===== src/hw/dego_regs.vh =====
`ifndef DEGO_REGS_VH
`define DEGO_REGS_VH

// ****************************************
// register map
// ****************************************
`define DEGO_CTRL_OFF        8'h00
`define DEGO_STAT_OFF        8'h04
`define DEGO_CTRL_RST        9'h000

// ****************************************
// control fields
// ****************************************
`define DEGO_C_IN_REG        0
`define DEGO_C_OUT_REG       1
`define DEGO_C_OE_REG        2
`define DEGO_C_IN_FALL       3
`define DEGO_C_OUT_FALL      4
`define DEGO_C_OE_FALL       5
`define DEGO_C_DUAL          6
`define DEGO_C_RESYNC        7
`define DEGO_C_INVERT        8
`define DEGO_CTRL_W          9

// ****************************************
// status fields
// ****************************************
`define DEGO_S_LEVEL_LO      0
`define DEGO_S_FULL          3
`define DEGO_S_EMPTY         4
`define DEGO_S_PAD           5
`define DEGO_S_DUAL_ON       6
`define DEGO_S_OVERRUN       7

// ****************************************
// capture buffer
// ****************************************
`define DEGO_FIFO_W          2
`define DEGO_FIFO_D          4
`define DEGO_FIFO_AW         2

`endif


===== src/hw/dego_top.v =====
// The placing of the registers and register access over Wishbone were decided locally.
`timescale 1ns/1ps
`default_nettype none
`include "dego_regs.vh"

// ****************************************
// capture fifo
// ****************************************
module dego_fifo #(
    parameter W  = 2,
    parameter D  = 4,
    parameter AW = 2
) (
    input  wire          clk_i,
    input  wire          rst_i,
    input  wire [W-1:0]  in_data_i,
    input  wire          in_valid_i,
    output wire          in_ready_o,
    output wire [W-1:0]  out_data_o,
    output wire          out_valid_o,
    input  wire          out_ready_i,
    output wire [AW:0]   level_o
);
    reg  [W-1:0]  mem_r [0:D-1];
    reg  [AW-1:0] wr_r;
    reg  [AW-1:0] rd_r;
    reg  [AW:0]   cnt_r;
    wire          push;
    wire          pop;
    integer       i;

    assign in_ready_o  = (cnt_r != D[AW:0]);
    assign out_valid_o = (cnt_r != {(AW+1){1'b0}});
    assign out_data_o  = mem_r[rd_r];
    assign level_o     = cnt_r;
    assign push        = in_valid_i & in_ready_o;
    assign pop         = out_valid_o & out_ready_i;

    always @(posedge clk_i) begin
        if (rst_i) begin
            wr_r  <= {AW{1'b0}};
            rd_r  <= {AW{1'b0}};
            cnt_r <= {(AW+1){1'b0}};
            for (i = 0; i < D; i = i + 1) begin
                mem_r[i] <= {W{1'b0}};
            end
        end else begin
            if (push) begin
                mem_r[wr_r] <= in_data_i;
                wr_r        <= wr_r + 1'b1;
            end
            if (pop) begin
                rd_r <= rd_r + 1'b1;
            end
            if (push & ~pop) begin
                cnt_r <= cnt_r + 1'b1;
            end else if (pop & ~push) begin
                cnt_r <= cnt_r - 1'b1;
            end
        end
    end
endmodule

// ****************************************
// gpio io logic
// ****************************************
module dego_top (
    input  wire        clk_i,
    input  wire        rst_i,
    input  wire [31:0] wb_adr_i,
    input  wire [31:0] wb_dat_i,
    output reg  [31:0] wb_dat_o,
    input  wire        wb_we_i,
    input  wire [3:0]  wb_sel_i,
    input  wire        wb_cyc_i,
    input  wire        wb_stb_i,
    output reg         wb_ack_o,
    input  wire        pad_is_diff_pair_i,
    input  wire        capture_side_clock_i,
    input  wire        drive_side_clock_i,
    input  wire        core_to_pad_rise_i,
    input  wire        core_to_pad_fall_i,
    input  wire        drive_gate_i,
    output reg         pad_to_core_rise_o,
    output reg         pad_to_core_fall_o,
    output reg         pad_to_core_valid_o,
    input  wire        pad_to_core_ready_i,
    output reg         capture_ready_o,
    output reg         bypass_path_o,
    input  wire        pad_i,
    output reg         pad_o,
    output reg         pad_oe_o
);
    reg  [`DEGO_CTRL_W-1:0] ctrl_r;
    reg                     overrun_r;
    reg  [1:0]              pad_s_r;
    reg  [2:0]              cclk_s_r;
    reg  [2:0]              dclk_s_r;
    reg                     cap_rise_r;
    reg                     cap_fall_r;
    reg                     drv_rise_r;
    reg                     drv_fall_r;
    reg                     gate_r;
    reg                     data_nxt;
    reg                     gate_nxt;
    reg                     push_nxt;
    reg  [1:0]              word_nxt;
    wire                    in_reg;
    wire                    out_reg;
    wire                    oe_reg;
    wire                    dual_on;
    wire                    resync;
    wire                    pad_s;
    wire                    c_rise;
    wire                    c_fall;
    wire                    d_rise;
    wire                    d_fall;
    wire                    c_sel;
    wire                    d_sel;
    wire                    g_sel;
    wire                    f_ready;
    wire [1:0]              f_data;
    wire                    f_valid;
    wire                    f_pop;
    wire [`DEGO_FIFO_AW:0]  f_level;
    wire                    wb_req;
    wire [7:0]              wb_off;
    wire                    overrun_set;

    assign in_reg  = ctrl_r[`DEGO_C_IN_REG];
    assign out_reg = ctrl_r[`DEGO_C_OUT_REG];
    assign oe_reg  = ctrl_r[`DEGO_C_OE_REG];
    assign dual_on = ctrl_r[`DEGO_C_DUAL] & ~pad_is_diff_pair_i;
    assign resync  = ctrl_r[`DEGO_C_RESYNC];
    assign pad_s   = pad_s_r[1];
    // edges read the second stage and its delayed copy only
    assign c_rise  = cclk_s_r[1] & ~cclk_s_r[2];
    assign c_fall  = ~cclk_s_r[1] & cclk_s_r[2];
    assign d_rise  = dclk_s_r[1] & ~dclk_s_r[2];
    assign d_fall  = ~dclk_s_r[1] & dclk_s_r[2];
    assign c_sel   = ctrl_r[`DEGO_C_IN_FALL] ? c_fall : c_rise;
    assign d_sel   = ctrl_r[`DEGO_C_OUT_FALL] ? d_fall : d_rise;
    assign g_sel   = ctrl_r[`DEGO_C_OE_FALL] ? d_fall : d_rise;
    assign f_pop   = ~pad_to_core_valid_o | pad_to_core_ready_i;
    assign wb_req  = wb_cyc_i & wb_stb_i & ~wb_ack_o;
    assign wb_off  = wb_adr_i[7:0];
    assign overrun_set = push_nxt & ~f_ready;

    // ****************************************
    // pin synchronisers
    // ****************************************
    always @(posedge clk_i) begin
        if (rst_i) begin
            pad_s_r  <= 2'b00;
            cclk_s_r <= 3'b000;
            dclk_s_r <= 3'b000;
        end else begin
            pad_s_r  <= {pad_s_r[0], pad_i};
            cclk_s_r <= {cclk_s_r[1:0], capture_side_clock_i};
            dclk_s_r <= {dclk_s_r[1:0], drive_side_clock_i};
        end
    end

    // ****************************************
    // capture side
    // ****************************************
    always @* begin
        push_nxt = 1'b0;
        word_nxt = 2'b00;
        if (in_reg) begin
            if (dual_on) begin
                if (resync) begin
                    push_nxt = c_rise;
                    word_nxt = {cap_fall_r, pad_s};
                end else begin
                    push_nxt = c_fall;
                    word_nxt = {pad_s, cap_rise_r};
                end
            end else begin
                push_nxt = c_sel;
                word_nxt = {1'b0, pad_s};
            end
        end
    end

    always @(posedge clk_i) begin
        if (rst_i) begin
            cap_rise_r <= 1'b0;
            cap_fall_r <= 1'b0;
        end else begin
            if (c_rise) begin
                cap_rise_r <= pad_s;
            end
            if (c_fall) begin
                cap_fall_r <= pad_s;
            end
        end
    end

    dego_fifo #(
        .W  (`DEGO_FIFO_W),
        .D  (`DEGO_FIFO_D),
        .AW (`DEGO_FIFO_AW)
    ) u_fifo (
        .clk_i       (clk_i),
        .rst_i       (rst_i),
        .in_data_i   (word_nxt),
        .in_valid_i  (push_nxt),
        .in_ready_o  (f_ready),
        .out_data_o  (f_data),
        .out_valid_o (f_valid),
        .out_ready_i (f_pop),
        .level_o     (f_level)
    );

    always @(posedge clk_i) begin
        if (rst_i) begin
            pad_to_core_rise_o  <= 1'b0;
            pad_to_core_fall_o  <= 1'b0;
            pad_to_core_valid_o <= 1'b0;
            capture_ready_o     <= 1'b0;
            bypass_path_o       <= 1'b0;
        end else begin
            capture_ready_o <= f_ready;
            bypass_path_o   <= (~in_reg & ~out_reg & ~oe_reg) & pad_s;
            if (~in_reg) begin
                pad_to_core_rise_o  <= pad_s;
                pad_to_core_fall_o  <= 1'b0;
                pad_to_core_valid_o <= 1'b1;
            end else if (f_pop) begin
                pad_to_core_rise_o  <= f_data[0];
                pad_to_core_fall_o  <= f_data[1];
                pad_to_core_valid_o <= f_valid;
            end
        end
    end

    // ****************************************
    // drive side
    // ****************************************
    always @* begin
        data_nxt = pad_o;
        if (~out_reg) begin
            data_nxt = core_to_pad_rise_i;
        end else if (dual_on) begin
            if (d_rise) begin
                data_nxt = drv_rise_r ^ ctrl_r[`DEGO_C_INVERT];
            end else if (d_fall) begin
                data_nxt = drv_fall_r ^ ctrl_r[`DEGO_C_INVERT];
            end
        end else if (d_sel) begin
            data_nxt = core_to_pad_rise_i ^ ctrl_r[`DEGO_C_INVERT];
        end
        gate_nxt = oe_reg ? gate_r : drive_gate_i;
    end

    always @(posedge clk_i) begin
        if (rst_i) begin
            drv_rise_r <= 1'b0;
            drv_fall_r <= 1'b0;
            gate_r     <= 1'b0;
            pad_o      <= 1'b0;
            pad_oe_o   <= 1'b0;
        end else begin
            // launch registers load one edge ahead of the pad, except the fall bit with resync set: it loads at the fall a whole period ahead
            if (d_fall | (d_rise & ~dual_on)) begin
                drv_rise_r <= core_to_pad_rise_i;
            end
            if (resync ? d_fall : d_rise) begin
                drv_fall_r <= core_to_pad_fall_i;
            end
            if (resync & d_fall) begin
                drv_fall_r <= core_to_pad_fall_i;
            end
            if (g_sel) begin
                gate_r <= drive_gate_i;
            end
            pad_o    <= data_nxt;
            pad_oe_o <= gate_nxt;
        end
    end

    // ****************************************
    // wishbone slave
    // ****************************************
    always @(posedge clk_i) begin
        if (rst_i) begin
            ctrl_r    <= `DEGO_CTRL_RST;
            overrun_r <= 1'b0;
            wb_ack_o  <= 1'b0;
            wb_dat_o  <= 32'h0000_0000;
        end else begin
            wb_ack_o <= wb_req;
            wb_dat_o <= 32'h0000_0000;
            if (wb_req & wb_we_i & (wb_off == `DEGO_CTRL_OFF)) begin
                if (wb_sel_i[0]) begin
                    ctrl_r[7:0] <= wb_dat_i[7:0];
                end
                if (wb_sel_i[1]) begin
                    ctrl_r[8] <= wb_dat_i[8];
                end
            end
            // a new overrun wins over a clear in the same cycle
            if (overrun_set) begin
                overrun_r <= 1'b1;
            end else if (wb_req & wb_we_i & wb_sel_i[0] & (wb_off == `DEGO_STAT_OFF)
                         & wb_dat_i[`DEGO_S_OVERRUN]) begin
                overrun_r <= 1'b0;
            end
            if (wb_req & ~wb_we_i) begin
                if (wb_off == `DEGO_CTRL_OFF) begin
                    wb_dat_o <= {23'h00_0000, ctrl_r};
                end else if (wb_off == `DEGO_STAT_OFF) begin
                    wb_dat_o <= {24'h00_0000, overrun_r, dual_on, pad_s,
                                 ~f_valid, ~f_ready, f_level};
                end
            end
        end
    end
endmodule

`default_nettype wire


===== config.mk =====
export PLATFORM = sky130hd
export DESIGN_NAME = dego_top
export DESIGN_NICKNAME = d
export VERILOG_FILES = /design/src/hw/dego_top.v
export VERILOG_INCLUDE_DIRS = /design/src /design/src/hw
export SDC_FILE = /design/constraint.sdc
export NUM_CORES = 1
export LEC_CHECK = 0
export BUFFER_PORTS_ARGS = -buffer_cell sky130_fd_sc_hd__buf_4
export CAP_MARGIN = 15
export CORE_UTILIZATION = 47
export CTS_CLUSTER_DIAMETER = 50
export CTS_CLUSTER_SIZE = 30
export DETAILED_ROUTE_END_ITERATION = 8
export GPL_ROUTABILITY_DRIVEN = 0
export MAX_ROUTING_LAYER = met4
export PLACE_DENSITY_LB_ADDON = 0.2
export SYNTH_ARGS = -nofsm -noshare
export SYNTH_HDL_FRONTEND = slang
export SYNTH_SLANG_ARGS = --single-unit

===== constraint.sdc =====
create_clock -name clk_i -period 3.2 [get_ports clk_i]
set_input_delay 0.32 -clock clk_i [delete_from_list [all_inputs] [get_ports clk_i]]
set_output_delay 0.32 -clock clk_i [all_outputs]
set_load 0.01 [all_outputs]

==> impl_metrics.csv <==
group,metric,value,unit
synth,netlist_top_cells_count,"dfxtp_1 (49), nor2_1 (31), nand2_1 (28), buf_4 (25), mux2i_1 (23)",
worst_setup_path,worstPathRequired,3470,ps
detailed_routing,remaining_drc_errors,0,
grt,grt_util_all_layers,18.2,%
place,io_buffers,48,
synth,synth_seq_area_share,44.9,%
grt,grt_max_degree,38,
timing,fin_tns_setup,0,ps
synth,syn_area_per_cell,10.1,um^2
clocking,cts_sinks,57,
die,start_util,49.1,%
synth,ys_types,51,
clocking,cts_tree,"built",
timing,rsz0062_at_grt,"false",
timing,finClkSkew,7.45,ps
timing,setup_viol,0,
timing,finalCritPeriodShare,83.5,%
finish,num-fill-cells,511,
run_status,status,"completed",
clocking,cts_buffers,9,
synth,synth_edf_count,8,
place,place_ws,464,ps
timing,setup_slack,529,ps
synth,yosysTopAreaCellShare,36.1,%
finish,fin_area,3210,um^2
die,die_x,78.1,um
timing,finalHoldViolCount,0,
detailed_routing,via_per_inst,4.94,
die,rows,27,
power_and_ir_drop,peakVddDrop,0.362,mV
power_and_ir_drop,p_total,1.70,mW
worst_setup_path,cp.arrival,2940,ps
place,post_dp_cell_area,3010,um^2
finish,syn_to_final_growth,17.9,%
timing,max_freq,374,MHz
timing,fin_crit,2670,ps
worst_setup_path,path_class,"reg -> reg",
worst_setup_path,endpoint_kind,"flop",
grt,grt_overflow_total,0,
detailed_routing,wire_per_inst,12.3,um
synth,synth-main-ff-cell,"dfxtp_1",
detailed_routing,routed_wl,4850,um
die,dieArea,6090,um^2
worst_hold_path,hold_class,"in -> reg",
detailed_routing,dr.pass1.iters,4,
timing,drv_slew,0,
finish,drive_gt1_share,25.2,%
clocking,cts_resized,0,
detailed_routing,vias,1945,
place,dp_hpwl,3540,um
finish,diodes,0,
clocking,clock_path_buffers,2,
synth,synth_area,2720,um^2
grt,grt_pass1_wl,8000,um
synth,yosys_register_bits,57,
clocking,insertion_delay,340,ps
power_and_ir_drop,power_per_cell_area,529,nW/um^2
worst_setup_path,crit_path_max_fanout,7,
die,die_y,78.1,um
die,coreArea,5540,um^2
synth,synthArstFlopShare,0,%
detailed_routing,drt-initial-drc-count,85,
grt,grt_pass1_vias,1757,
clocking,cts_hold_buf,0,
synth,yosysWarnings,0,
worst_setup_path,startpoint_type,"flop",
synth,yosys.area.top_type,"dfxtp_1",
finish,stdcell_count,394,
synth,yosys-top-cells-area,"dfxtp_1 (36%), edfxtp_1 (8.8%), mux2i_1 (8.5%)",
synth,yosysMostFrequentCell,"dfxtp_1",
grt,antenna_found_initial,0,
clocking,root_buffer,"clkbuf_8",
finish,final_net_count,403,
clocking,htreeDepth,3,
die,pin_count,121,
clocking,postCtsSetupBuffers,0,
synth,synth_cells,270,
power_and_ir_drop,p_leak,1.34,nW
clocking,clk_pin_slew,60,ps
place,placedCellCount,379,
detailed_routing,ant_nets,0,
run,cap_violations,0,
-- critical path: stages, from the launching register on --
cell and delay, ps:
dfxtp_1 470, or3b_1 310, nand4b_2 160, mux2i_4 260
ha_1 230, inv_1 70, fa_1 390, xor2_1 170
or3_2 410, a21oi_1 140
-- power breakdown --
| group | switching, mW | total (mW) | internal [mW] |
|---|---|---|---|
| clock | 0.264 | 0.659 | 0.395 |
| combinational | 0.114 | 0.228 | 0.113 |
| sequential | 0.0405 | 0.810 | 0.769 |
-- sequential cells by signal, indices dropped and copies added (netlist names), named ones only --
name and count:
cclk_s_r 3, drv_fall_r 1, wb_dat_o 9, overrun_r 1, pad_to_core_rise_o 1, pad_s_r 2
u_fifo.wr_r 2, gate_r 1, u_fifo.level_o 3, cap_fall_r 1, pad_to_core_valid_o 1, cap_rise_r 1
pad_oe_o 1, capture_ready_o 1, pad_to_core_fall_o 1, u_fifo.rd_r 2, ctrl_r 9, bypass_path_o 1
pad_o 1, wb_ack_o 1, u_fifo.mem_r 8, dclk_s_r 3, drv_rise_r 1
-- path summary, 6_finish.rpt --
check | start | endpoint | slack, ps | cells after the start
setup / recovery | u_fifo.level_o[0] | u_fifo.level_o[2] | 530 | 9
setup reg to reg | u_fifo.level_o[0] | u_fifo.level_o[2] | 530 | 9
hold reg to reg | cclk_s_r[0] | cclk_s_r[1] | 440 | 1
hold / removal | wb_adr_i[2] | wb_dat_o[8] | 160 | 2
-- cells in the final DEF (no fill, tap or decap), types with 2 or more instances in the layout --
| cell type | instances |
|---|---|
| a21o_2 | 3 |
| a21oi_1 | 3 |
| a22oi_1 | 7 |
| a31oi_1 | 2 |
| a41o_1 | 2 |
| and3_1 | 2 |
| buf_4 | 48 |
| clkbuf_8 | 11 |
| clkinv_2 | 2 |
| conb_1 | 23 |
| dfxtp_1 | 49 |
| edfxtp_1 | 8 |
| ha_1 | 3 |
| inv_1 | 7 |
| mux2i_1 | 23 |
| mux2i_4 | 2 |
| mux4_2 | 2 |
| nand2_1 | 28 |
| nand2b_1 | 3 |
| nand3_1 | 2 |
| nand4_1 | 3 |
| nand4b_2 | 2 |
| nor2_1 | 31 |
| nor2b_1 | 12 |
| nor3_1 | 9 |
| nor3b_1 | 3 |
| nor4_2 | 2 |
| o21ai_0 | 2 |
| or3_2 | 2 |
| xor2_1 | 4 |
-- per-stage QoR --
stage          util, %  hold slack [ps]
3_3_place_gp      54.3              418
4_1_cts           57.9              149
2_1_floorplan        -              398
6_report          57.9              162
5_1_grt           57.9              140
3_5_place_dp      54.3              434
-- metal layers --
| metal | global-route usage [%] | share of wire (%) |
|---|---|---|
| met5 | - | 0 |
| met1 | 21.0 | 46 |
| met4 | 8.15 | 2.3 |
| met2 | 27.5 | 46 |
| met3 | 7.56 | 5.4 |
-- cell type report --
| type | instances | area [um^2] | area share [%] |
|---|---|---|---|
| inverters | 8 | 30.0 | 0.937 |
| flip-flops and latches | 57 | 1220 | 38.1 |
| repair buffers | 48 | 360 | 11.2 |
| multi-input cells | 194 | 1310 | 40.8 |
| clock inverters | 3 | 40.0 | 1.25 |
| well taps | 72 | 90.1 | 2.81 |
| clock buffers | 12 | 155 | 4.84 |
-- kinds of logic after synthesis --
kind of cell	after synthesis	synth area share, %
and+or+nand+nor	106	20.7
DFF	57	44.9
buffers and inverters	41	9.99
muxes	30	13.2
AOI/OAI and AO/OA	27	7.73
adders and majority gates	4	2.12
xor gates and xnor gates	4	1.29
other	1	0.138
Note: power is estimated with default switching activity, not from simulation.
